$ cat src/fsw_pkg.sv
// Constants, types and helpers for the flash status and write-protect block.
// Assumes a single 40 MHz system clock samples every serial pin.
// Functional notes
// - Opcodes 05h, 35h, 15h read the low, middle and high status bytes.
// - Opcodes 01h, 31h, 11h write only the addressed status byte.
// - Busy bit reads 1 during program, erase or status write.
// - Bit S1 mirrors the write latch; latch clear rejects writes.
// - Five protect-range bits select region shielded from program and erase.
// - Protect-range field not writable in power lock state, nor in hardware lock state while guard pin low.
// - Chip erase only with range bits 000 and invert 0, or 111 and 1.
// - Lock select 00 permits status writes whenever the latch is set.
// - Lock select 01 refuses status writes while write-guard pin low.
// - Lock select 10 refuses writes until power cycle; 11 is prohibited.
// - Bit S9 at 1 turns guard and pause pins into data lanes.
// - Suspend command sets erase or program paused flag.
// - Resume command and power cycle clear both paused flags.
// - One-time lock bits start 0, set by status write, never clear; here resetn clears them to 0.
// - Invert bit defaults 0 and combines with range to pick region.
// - Output-strength field picks 100, 75, 50 or 25 percent drive.
// - In deep power-down only the release command is honoured.
// - Write enable sets latch; disable, writes, erases, reset clear it.
// - Invert bit 1 shields the complement of the normal region.
// - Quad read and program run only with four-lane enable set.
// - Pause pin honoured only while four-lane enable is 0.
package fsw_pkg;

    localparam logic [7:0] OPC_RD_LOW    = 8'h05;
    localparam logic [7:0] OPC_RD_MID    = 8'h35;
    localparam logic [7:0] OPC_RD_HIGH   = 8'h15;
    localparam logic [7:0] OPC_WR_LOW    = 8'h01;
    localparam logic [7:0] OPC_WR_MID    = 8'h31;
    localparam logic [7:0] OPC_WR_HIGH   = 8'h11;
    localparam logic [7:0] OPC_WR_EN     = 8'h06;
    localparam logic [7:0] OPC_WR_DIS    = 8'h04;
    localparam logic [7:0] OPC_PROG      = 8'h02;
    localparam logic [7:0] OPC_QPROG     = 8'h32;
    localparam logic [7:0] OPC_ERASE_4K  = 8'h20;
    localparam logic [7:0] OPC_ERASE_32K = 8'h52;
    localparam logic [7:0] OPC_ERASE_64K = 8'hd8;
    localparam logic [7:0] OPC_CHIP_A    = 8'hc7;
    localparam logic [7:0] OPC_CHIP_B    = 8'h60;
    localparam logic [7:0] OPC_SUSPEND   = 8'h75;
    localparam logic [7:0] OPC_RESUME    = 8'h7a;
    localparam logic [7:0] OPC_DPD       = 8'hb9;
    localparam logic [7:0] OPC_DPD_REL   = 8'hab;
    localparam logic [7:0] OPC_RST_EN    = 8'h66;
    localparam logic [7:0] OPC_RST       = 8'h99;
    localparam logic [7:0] OPC_QREAD_O   = 8'h6b;
    localparam logic [7:0] OPC_QREAD_IO  = 8'heb;
    localparam logic [7:0] OPC_QREAD_W   = 8'he7;

    // Status field positions within each byte
    localparam int POS_LOCK_LO = 7;
    localparam int POS_BP_LSB  = 2;
    localparam int POS_LOCK_HI = 0;
    localparam int POS_QE      = 1;
    localparam int POS_LB_LSB  = 3;
    localparam int POS_CMP     = 6;
    localparam int POS_DRV_LSB = 5;

    localparam logic [1:0] LOCK_SOFT  = 2'h0;
    localparam logic [1:0] LOCK_HW    = 2'h1;
    localparam logic [1:0] LOCK_POWER = 2'h2;
    localparam logic [1:0] LOCK_NONE  = 2'h3;
    localparam logic       QE_RESET   = 1'b1;
    localparam logic [1:0] DRV_RESET  = 2'h0;

    localparam logic [23:0] RANGE_UNIT_BLK = 24'h040000;
    localparam logic [23:0] RANGE_UNIT_SEC = 24'h001000;

    // Internal busy times, in ns, and their cycle counts at 40 MHz
    localparam int CLK_NS       = 25;
    localparam int T_STATUS_NS  = 1000;
    localparam int T_PROG_NS    = 2000;
    localparam int T_ERASE_NS   = 4000;
    localparam logic [9:0] CYC_STATUS =
        10'((T_STATUS_NS + CLK_NS - 1) / CLK_NS);
    localparam logic [9:0] CYC_PROG   =
        10'((T_PROG_NS + CLK_NS - 1) / CLK_NS);
    localparam logic [9:0] CYC_ERASE  =
        10'((T_ERASE_NS + CLK_NS - 1) / CLK_NS);

    typedef enum logic [1:0] {PH_OPCODE, PH_READ, PH_COLLECT, PH_IGNORE}
        fsw_phase_type;
    typedef enum logic [1:0] {KIND_NONE, KIND_STATUS, KIND_PROG, KIND_ERASE}
        fsw_kind_type;

    typedef struct packed {
        logic cs_n;
        logic sck;
        logic si;
        logic wp_n;
        logic hold_n;
    } fsw_pins_type;

    typedef struct packed {
        logic        prog_go;
        logic        erase_go;
        logic        chip;
        logic        quad_go;
        logic [23:0] addr;
    } fsw_op_type;

    typedef struct packed {
        fsw_pins_type  s1;
        fsw_pins_type  s2;
        logic          sck_d;
        logic          sel;
        fsw_phase_type ph;
        logic [2:0]    bit_i;
        logic [7:0]    shift;
        logic [7:0]    opc;
        logic [2:0]    nbytes;
        logic [23:0]   arg;
        logic [7:0]    obuf;
        logic          so;
        logic          so_oe;
        logic          hold;
        logic          write_in_flight_flag;
        logic          write_latch_flag;
        logic          qe;
        logic          cmp;
        logic          ers_p;
        logic          prg_p;
        logic          dpd;
        logic          rst_en;
        logic [4:0]    bp;
        logic [1:0]    lock;
        logic [1:0]    drv;
        logic [2:0]    lb;
        fsw_kind_type  kind;
        logic [9:0]    cnt;
        logic [9:0]    saved;
        fsw_op_type    op;
    } fsw_state_type;

    // Address falls inside the shielded region
    function automatic logic fsw_protected(input logic [23:0] a,
                                           input logic [4:0]  bp,
                                           input logic        cmp);
        logic [2:0]  n;
        logic [2:0]  sh;
        logic [23:0] size;
        logic        hit;
        n    = bp[2:0];
        sh   = 3'h0;
        size = 24'h0;
        hit  = 1'b0;
        if (n == 3'h7) begin
            hit = 1'b1;
        end else if (n != 3'h0) begin
            if (!bp[4]) begin
                size = RANGE_UNIT_BLK << (n - 3'h1);
            end else begin
                sh   = (n >= 3'h4) ? 3'h3 : n - 3'h1;
                size = RANGE_UNIT_SEC << sh;
            end
            hit = bp[3] ? (a < size) : (a >= (24'h0 - size));
        end
        return hit ^ cmp;
    endfunction

    function automatic logic fsw_chip_ok(input logic [4:0] bp,
                                         input logic       cmp);
        return (bp[2:0] == 3'h0 && !cmp) || (bp[2:0] == 3'h7 && cmp);
    endfunction

endpackage

$ cat src/fsw_status_wp.sv
// Status bytes, write latch and write protection of a serial flash.
// Assumes pins arrive from the host clock domain and are resynchronised.
`timescale 1ns/1ps
module fsw_status_wp (
    input  wire logic                mclk,
    input  wire logic                resetn,
    input  wire fsw_pkg::fsw_pins_type pins,
    output logic                     so,
    output logic                     so_oe,
    output logic                     hold_active,
    output logic                     busy,
    output logic                     in_dpd,
    output logic [1:0]               drive_strength,
    output logic [2:0]               secure_lock,
    output fsw_pkg::fsw_op_type      op
);
    import fsw_pkg::*;

    fsw_state_type r_reg;
    fsw_state_type r_next;
    logic          rise;
    logic          fall;
    logic          hold_now;
    logic          wp_low;
    logic          sw_ok;
    logic          sw_commit;
    logic          ce_commit;
    logic          resume_cmd;
    logic [7:0]    byt;
    logic [7:0]    st_low;
    logic [7:0]    st_mid;
    logic [7:0]    st_high;

    assign rise = r_reg.s2.sck & ~r_reg.sck_d;
    assign fall = ~r_reg.s2.sck & r_reg.sck_d;
    assign byt  = {r_reg.shift[6:0], r_reg.s2.si};
    // Pause and guard pins are data lanes while four-lane mode is on
    assign hold_now = ~r_reg.qe & ~r_reg.s2.hold_n;
    assign wp_low   = ~r_reg.qe & ~r_reg.s2.wp_n;
    assign sw_ok    = r_reg.write_latch_flag
                    && r_reg.lock != LOCK_POWER
                    && !(r_reg.lock == LOCK_HW && wp_low);

    assign st_low  = {r_reg.lock[0], r_reg.bp, r_reg.write_latch_flag, r_reg.write_in_flight_flag};
    assign st_mid  = {r_reg.ers_p, r_reg.cmp, r_reg.lb, r_reg.prg_p,
                      r_reg.qe, r_reg.lock[1]};
    assign st_high = {1'b0, r_reg.drv, 5'h00};

    always_comb begin
        r_next         = r_reg;
        sw_commit      = 1'b0;
        ce_commit      = 1'b0;
        resume_cmd     = 1'b0;
        r_next.s1      = pins;
        r_next.s2      = r_reg.s1;
        r_next.sck_d   = r_reg.s2.sck;
        r_next.op.prog_go  = 1'b0;
        r_next.op.erase_go = 1'b0;
        r_next.op.quad_go  = 1'b0;
        r_next.hold    = hold_now & r_reg.sel;
        if (r_reg.cnt != 10'h0) begin
            r_next.cnt = r_reg.cnt - 10'h1;
        end

        if (r_reg.s2.cs_n) begin
            r_next.sel    = 1'b0;
            r_next.bit_i  = 3'h0;
            r_next.nbytes = 3'h0;
            r_next.ph     = PH_OPCODE;
            r_next.so_oe  = 1'b0;
            // Commands take effect when the frame closes on whole bytes
            if (r_reg.sel && r_reg.bit_i == 3'h0 && r_reg.ph == PH_COLLECT)
            begin
                if (r_reg.opc != OPC_RST_EN) begin
                    r_next.rst_en = 1'b0;
                end
                if (r_reg.write_in_flight_flag) begin
                    if (r_reg.opc == OPC_SUSPEND && r_reg.nbytes == 3'h0)
                    begin
                        if (r_reg.kind == KIND_ERASE) begin
                            r_next.ers_p = 1'b1;
                            r_next.saved = r_reg.cnt;
                            r_next.cnt   = 10'h0;
                        end else if (r_reg.kind == KIND_PROG) begin
                            r_next.prg_p = 1'b1;
                            r_next.saved = r_reg.cnt;
                            r_next.cnt   = 10'h0;
                        end
                    end
                end else begin
                    unique case (r_reg.opc)
                        OPC_WR_EN: begin
                            if (r_reg.nbytes == 3'h0) begin
                                r_next.write_latch_flag = 1'b1;
                            end
                        end
                        OPC_WR_DIS: begin
                            r_next.write_latch_flag = 1'b0;
                        end
                        OPC_WR_LOW, OPC_WR_MID, OPC_WR_HIGH: begin
                            if (r_reg.nbytes == 3'h1 && sw_ok) begin
                                sw_commit    = 1'b1;
                                r_next.write_latch_flag   = 1'b0;
                                r_next.kind  = KIND_STATUS;
                                r_next.cnt   = CYC_STATUS;
                            end
                        end
                        OPC_PROG, OPC_QPROG: begin
                            if (r_reg.nbytes == 3'h4 && r_reg.write_latch_flag
                                && (r_reg.opc == OPC_PROG || r_reg.qe)) begin
                                r_next.write_latch_flag = 1'b0;
                                // Shielded pages are refused silently
                                if (!fsw_protected(r_reg.arg, r_reg.bp,
                                                   r_reg.cmp)) begin
                                    r_next.op.prog_go = 1'b1;
                                    r_next.op.chip    = 1'b0;
                                    r_next.op.addr    = r_reg.arg;
                                    r_next.kind       = KIND_PROG;
                                    r_next.cnt        = CYC_PROG;
                                end
                            end
                        end
                        OPC_ERASE_4K, OPC_ERASE_32K, OPC_ERASE_64K: begin
                            if (r_reg.nbytes == 3'h3 && r_reg.write_latch_flag) begin
                                r_next.write_latch_flag = 1'b0;
                                if (!fsw_protected(r_reg.arg, r_reg.bp,
                                                   r_reg.cmp)) begin
                                    r_next.op.erase_go = 1'b1;
                                    r_next.op.chip     = 1'b0;
                                    r_next.op.addr     = r_reg.arg;
                                    r_next.kind        = KIND_ERASE;
                                    r_next.cnt         = CYC_ERASE;
                                end
                            end
                        end
                        OPC_CHIP_A, OPC_CHIP_B: begin
                            if (r_reg.nbytes == 3'h0 && r_reg.write_latch_flag) begin
                                r_next.write_latch_flag = 1'b0;
                                if (fsw_chip_ok(r_reg.bp, r_reg.cmp)) begin
                                    ce_commit          = 1'b1;
                                    r_next.op.erase_go = 1'b1;
                                    r_next.op.chip     = 1'b1;
                                    r_next.op.addr     = 24'h0;
                                    r_next.kind        = KIND_ERASE;
                                    r_next.cnt         = CYC_ERASE;
                                end
                            end
                        end
                        OPC_RESUME: begin
                            resume_cmd = 1'b1;
                            if (r_reg.ers_p || r_reg.prg_p) begin
                                r_next.cnt = r_reg.saved;
                            end
                            r_next.ers_p = 1'b0;
                            r_next.prg_p = 1'b0;
                        end
                        OPC_DPD: begin
                            r_next.dpd = 1'b1;
                        end
                        OPC_DPD_REL: begin
                            r_next.dpd = 1'b0;
                        end
                        OPC_RST_EN: begin
                            r_next.rst_en = 1'b1;
                        end
                        OPC_RST: begin
                            if (r_reg.rst_en) begin
                                r_next.write_latch_flag = 1'b0;
                            end
                        end
                        default: begin
                        end
                    endcase
                end
            end
        end else if (!hold_now) begin
            r_next.sel   = 1'b1;
            r_next.so_oe = (r_reg.ph == PH_READ);
            if (rise) begin
                r_next.shift = byt;
                r_next.bit_i = r_reg.bit_i + 3'h1;
                if (r_reg.bit_i == 3'h7) begin
                    unique case (r_reg.ph)
                        PH_OPCODE: begin
                            r_next.opc = byt;
                            r_next.ph  = PH_COLLECT;
                            if (r_reg.dpd && byt != OPC_DPD_REL) begin
                                r_next.ph = PH_IGNORE;
                            end else if (byt == OPC_RD_LOW) begin
                                r_next.ph   = PH_READ;
                                r_next.obuf = st_low;
                            end else if (byt == OPC_RD_MID) begin
                                r_next.ph   = PH_READ;
                                r_next.obuf = st_mid;
                            end else if (byt == OPC_RD_HIGH) begin
                                r_next.ph   = PH_READ;
                                r_next.obuf = st_high;
                            end else if ((byt == OPC_QREAD_O
                                          || byt == OPC_QREAD_IO
                                          || byt == OPC_QREAD_W)
                                         && !r_reg.write_in_flight_flag) begin
                                r_next.ph         = PH_IGNORE;
                                r_next.op.quad_go = r_reg.qe;
                            end
                        end
                        PH_COLLECT: begin
                            if (r_reg.nbytes < 3'h3) begin
                                r_next.arg = {r_reg.arg[15:0], byt};
                            end
                            if (r_reg.nbytes != 3'h4) begin
                                r_next.nbytes = r_reg.nbytes + 3'h1;
                            end
                        end
                        PH_READ, PH_IGNORE: begin
                        end
                    endcase
                end
            end
            // Status byte repeats while the frame stays open
            if (fall && r_reg.ph == PH_READ) begin
                r_next.so   = r_reg.obuf[7];
                r_next.obuf = {r_reg.obuf[6:0], r_reg.obuf[7]};
            end
        end else begin
            r_next.so_oe = 1'b0;
        end

        // Only the addressed byte changes; reserved bits are dropped
        if (sw_commit) begin
            unique case (r_reg.opc)
                OPC_WR_LOW: begin
                    r_next.bp = r_reg.arg[POS_BP_LSB +: 5];
                    if ({r_reg.lock[1], r_reg.arg[POS_LOCK_LO]}
                        != LOCK_NONE) begin
                        r_next.lock[0] = r_reg.arg[POS_LOCK_LO];
                    end
                end
                OPC_WR_MID: begin
                    if ({r_reg.arg[POS_LOCK_HI], r_reg.lock[0]}
                        != LOCK_NONE) begin
                        r_next.lock[1] = r_reg.arg[POS_LOCK_HI];
                    end
                    r_next.qe  = r_reg.arg[POS_QE];
                    r_next.cmp = r_reg.arg[POS_CMP];
                    r_next.lb  = r_reg.lb
                               | r_reg.arg[POS_LB_LSB +: 3];
                end
                default: begin
                    r_next.drv = r_reg.arg[POS_DRV_LSB +: 2];
                end
            endcase
        end
        r_next.write_in_flight_flag = (r_next.cnt != 10'h0);
    end

    // Power cycle returns defaults, so a power lock-down releases here
    always_ff @(posedge mclk or negedge resetn) begin
        if (!resetn) begin
            r_reg         <= '0;
            r_reg.s1.cs_n <= 1'b1;
            r_reg.s2.cs_n <= 1'b1;
            r_reg.qe      <= QE_RESET;
            r_reg.lock    <= LOCK_SOFT;
            r_reg.drv     <= DRV_RESET;
            r_reg.ph      <= PH_OPCODE;
            r_reg.kind    <= KIND_NONE;
        end else begin
            r_reg <= r_next;
        end
    end

    assign so             = r_reg.so;
    assign so_oe          = r_reg.so_oe;
    assign hold_active    = r_reg.hold;
    assign busy           = r_reg.write_in_flight_flag;
    assign in_dpd         = r_reg.dpd;
    assign drive_strength = r_reg.drv;
    assign secure_lock    = r_reg.lb;
    assign op             = r_reg.op;
endmodule

$ cat config.mk
export PLATFORM = sky130hd
export DESIGN_NAME = fsw_status_wp
export DESIGN_NICKNAME = d
export VERILOG_FILES = /design/src/fsw_pkg.sv /design/src/fsw_status_wp.sv
export SDC_FILE = /design/constraint.sdc
export NUM_CORES = 1
export LEC_CHECK = 0
export BUFFER_PORTS_ARGS = -buffer_cell sky130_fd_sc_hd__buf_2
export CORE_MARGIN = 2
export CORE_UTILIZATION = 45
export DETAILED_ROUTE_END_ITERATION = 10
export PLACE_DENSITY = 0.6
export SYNTH_ARGS = -nofsm -noshare
export SYNTH_HDL_FRONTEND = slang
export SYNTH_SLANG_ARGS = --single-unit
$ cat constraint.sdc
create_clock -name mclk -period 4.95 [get_ports mclk]
set_input_delay 0.2475 -clock mclk [delete_from_list [all_inputs] [get_ports mclk]]
set_output_delay 0.2475 -clock mclk [all_outputs]
set_load 0.02 [all_outputs]
==> results by group <==
Run status
  • Outcome: complete, no violations

Global route
  • GR peak layer: met2
  • Met2 Use GR: 0.3762
  • Number of global-route vias before repair: 6438
  • Grt total ovfl: 0
  • GR Util met3: 0.04893
  • Global-route wire length before repair: between 30000 and 40000 um
  • GRT Util Overall: 0.2365
  • Largest net degree at the start of global routing: a little over 60
  • M1 GR Usage: 0.3219
  • Initial antenna violation count: 0

Critical path
  • Worst path arrival time: 4.95 ns
  • Required @ worst endpoint: around 5.3 ns
  • Cells along the critical path: inv_1 -> ha_1 -> ha_2 -> nand2b_1 -> nand2_1 -> nor2_2 -> nand3_1 -> ha_2 -> and3_1 -> nand4_1 -> xor2_1 -> ha_1 -> a211oi_1 -> nand3_1 -> o32a_1 -> a21o_1 -> a31oi_1 -> a21bo_2 -> a31oi_1 -> nor4_1 -> nand4b_1
  • Crit start category: flop
  • Worst reg2reg path startpoint: r_reg[57]$_DFFE_PN0P_
  • Flop2flop setup slack: a little over 0.3 ns
  • WP buf/inv: 1
  • Slowest cell on the critical path: o32a_1
  • Critical Path Stages: 21
  • Crit-path max cell delay: 0.44 ns
  • CP Capture Type: flop
  • Reg2reg end: busy$_DFF_PN0_
  • Max FO, Critical Path: 6
  • Worst Reg-to-Reg Cells: 21
  • Delay-heaviest family, CP: compound AO/OA/AOI/OAI gates
  • Setup Crit Path Kind: reg2reg

Finish
  • Fin cells: about 1100
  • Post-layout util: 0.5154
  • Fin area: 8946 sq um
  • Max reg flops: 88
  • N_diodes: 0
  • Layout cells sized above 1: 0.1848
  • Area delta synth->final: 11.96%
  • Final #Nets: ~910

Routing
  • Iteration-0 DRC Markers: 486
  • WL final: roughly 21000 um
  • Final ANT Viol Nets: 0
  • Via/cell ratio: between 5 and 6
  • Vias: approximately 6500
  • DR WL/cell: approximately 19 um
  • # DRC: 0
  • DRT Pass-1 Iters: 6

Power
  • Sw frac: 0.2438
  • PD cells: around 290 nW/um^2
  • Flop pwr share: 0.464
  • Combinational power share: 0.028
  • Power Internal: 1.938 mW
  • Clock power share: 0.507
  • LEAKAGE: between 4 and 5 nW
  • Net Switching: approximately 620 uW
  • VDD IR max: about 0.24 mV

Die
  • Starting Density: 0.4604
  • Die span in y: between 100 and 150 um
  • Die width: ~140 um
  • Core Region: around 17000 sq um
  • Ports: 45
  • Row count: 48
  • Die area: 18840 sq um

Synth
  • Synth unique cells: 80
  • Mapped Area: approximately 8000 sq um
  • #FFs+latches synth: 140
  • Top FF cell, synth: dfrtp_1
  • EDFF count, synth: 0
  • Syn nets: roughly 900
  • Async set or reset register ratio after synthesis: 1.000
  • Mapped Cells: 851
  • Seq/Total Area, Yosys: 0.4389
  • Yosys Warn Count: 0
  • Synth Area per Inst: ~9.4 sq um

STA
  • # setup viols final: 0
  • Max_slew headroom: 0.3774
  • Tcrit/Tclk final: 0.9383
  • Worst-margin pin slew: between 0.9 and 1 ns
  • Setup TNS: 0 ns
  • Fin Clk Skew: 0.01316 ns
  • Min cycle time layout: 4.645 ns
  • F_max: roughly 0.22 GHz
  • Final Hold Fails: 0
  • Final Hold Slack: around 0.35 ns
  • Fin. max-slew vios: 0

Placement
  • I/O Buffers: 44
  • Post-DP Area: roughly 8000 sq um
  • HPWL after DPL: ~15000 um
  • Placer congestion estimate: roughly 0.93
  • Inst Count DP: 1064

Clock tree
  • CTS clk-pin slew, worst paths: approximately 0.070 ns
  • TritonCTS Buffers: 17
  • CTS H-tree depth: 4
  • CTS tree: done
  • Worst skew pair latency: around 0.44 ns
  • Clk sinks: between 100 and 150
  • Clock tree buffer depth: 2
  • Clk root buf: clkbuf_16

Flow run
  • Max-cap violations: 0

Worst hold path
  • Type of the worst min-delay path: in2async
[cells by family (layout without fill, tap and decap cells)]
group                    count (synthesis)  after routing  share of synthesized area
XOR/XNOR                                15             15                    0.01644
AND/OR/NAND/NOR                        336            336                     0.2094
buffers and inverters                   91            122                    0.05919
multiplexers                            46             46                    0.06389
flip-flops                             140            140                     0.4389
AO/OA/AOI/OAI                          185            185                     0.1527
adder cells (fa/ha/maj)                 38             38                    0.05951
[synthesized netlist by cell type (3+ instances only)]
| library cell | n | area, sq um |
|---|---|---|
| a2111oi_0 | 3 | 26.28 |
| a211o_1 | 3 | 26.28 |
| a211oi_1 | 3 | 22.52 |
| a21o_1 | 8 | 60.06 |
| a21oi_1 | 31 | 155.2 |
| a22o_1 | 4 | 35.03 |
| a22oi_1 | 10 | 75.07 |
| a31oi_1 | 8 | 50.05 |
| and2_1 | 3 | 18.77 |
| and3_1 | 8 | 50.05 |
| and3b_1 | 5 | 43.79 |
| and4_1 | 4 | 35.03 |
| buf_2 | 6 | 30.03 |
| buf_4 | 33 | 247.7 |
| clkbuf_1 | 25 | 93.84 |
| dfrtp_1 | 137 | 3428 |
| dfstp_2 | 3 | 78.83 |
| ha_1 | 38 | 475.5 |
| inv_1 | 23 | 86.33 |
| mux2_2 | 39 | 439.2 |
| mux2i_1 | 6 | 60.06 |
| nand2_1 | 142 | 533.0 |
| nand2b_1 | 18 | 112.6 |
| nand3_1 | 24 | 120.1 |
| nand3b_1 | 7 | 52.55 |
| nand4_1 | 6 | 37.54 |
| nand4b_1 | 5 | 43.79 |
| nor2_1 | 50 | 187.7 |
| nor2b_1 | 12 | 75.07 |
| nor3_1 | 18 | 90.09 |
| nor4_1 | 9 | 56.30 |
| nor4b_1 | 4 | 35.03 |
| o211ai_1 | 6 | 45.04 |
| o21a_1 | 4 | 30.03 |
| o21ai_0 | 53 | 265.3 |
| o21ai_1 | 14 | 70.07 |
| o31ai_1 | 5 | 37.54 |
| or2_2 | 4 | 25.02 |
| or3_1 | 3 | 18.77 |
| xnor2_1 | 10 | 87.58 |
| xor2_1 | 5 | 43.79 |
[cells in the final DEF, fill, tap and decap left out, types with 4 or more instances in the layout]
cell | Yosys | routed
nor2b_1 | 12 | 12
a21o_1 | 8 | 8
and3b_1 | 5 | 5
dlygate4sd3_1 | 0 | 6
mux2i_1 | 6 | 6
and4_1 | 4 | 4
o21ai_0 | 53 | 53
nor4_1 | 9 | 8
a21oi_1 | 31 | 31
o21ai_1 | 14 | 13
nand3b_1 | 7 | 7
ha_1 | 38 | 36
or2_2 | 4 | 4
mux2_2 | 39 | 39
o211ai_1 | 6 | 6
and3_1 | 8 | 8
nand4_1 | 6 | 6
xor2_1 | 5 | 5
o21a_1 | 4 | 4
inv_1 | 23 | 23
buf_4 | 33 | 14
clkbuf_16 | 0 | 17
nand2b_1 | 18 | 17
buf_2 | 6 | 43
a22oi_1 | 10 | 10
nand3_1 | 24 | 24
o31ai_1 | 5 | 5
xnor2_1 | 10 | 10
inv_6 | 0 | 5
nor2_1 | 50 | 49
a31oi_1 | 8 | 8
nand4b_1 | 5 | 5
a22o_1 | 4 | 4
dfrtp_1 | 137 | 136
nand2_1 | 142 | 142
nor3_1 | 18 | 18
[routing by layer]
metal  vias up  part of all wire
li1       3035                 -
met1      3185              0.46
met2       190              0.47
met3        46             0.049
met4         0             0.023
met5         -                 0
[area by class of cell]
class	instances	area (sq um)
clock inverters	13	153.9
multi-input cells	620	4073
fillers	1583	8411
repair buffers	65	402.9
clock buffers	19	432.9
flip-flops and latches	140	3508
inverters	25	93.84
well taps	225	281.5
[per-stage QoR]
step	power, mW	setup WS (ns)
floorplan	1.235	0.5595
global placement	1.276	0.3124
detailed placement	1.280	0.02012
CTS	2.582	0.02778
global route	2.651	-0.007716
finish	2.562	0.3054
[timing repair]
item | in CTS | in global routing
resized for setup | 0 | 9
hold buffers | 6 | 0
endpoints found under the hold margin | 63 | 0
setup buffers | 0 | 5
setup endpoints to repair | 0 | 28
[power by group through the flow]
stage / registers (mW) / logic (mW) / clock network (mW)
after floorplan: 1.19 / 0.0411 / 0
after global placement: 1.21 / 0.0677 / 0
after detailed placement: 1.21 / 0.0704 / 0
after CTS: 1.19 / 0.0746 / 1.32
after global routing: 1.19 / 0.0849 / 1.37
final: 1.19 / 0.0726 / 1.30
[worst max path at each step]
stage,from,endpoint,slack [ns]
3_3_place_gp,r_reg[57]$_DFFE_PN0P_,busy$_DFF_PN0_,0.31
3_5_place_dp,r_reg[57]$_DFFE_PN0P_,busy$_DFF_PN0_,0.02
4_1_cts,r_reg[57]$_DFFE_PN0P_,busy$_DFF_PN0_,0.03
5_1_grt,r_reg[57]$_DFFE_PN0P_,busy$_DFF_PN0_,-0.008
6_report,r_reg[57]$_DFFE_PN0P_,busy$_DFF_PN0_,0.31
2_1_floorplan,r_reg[57]$_DFFE_PN0P_,op[25]$_DFFE_PN0P_,0.56
Note: power is estimated with default switching activity, not from simulation.
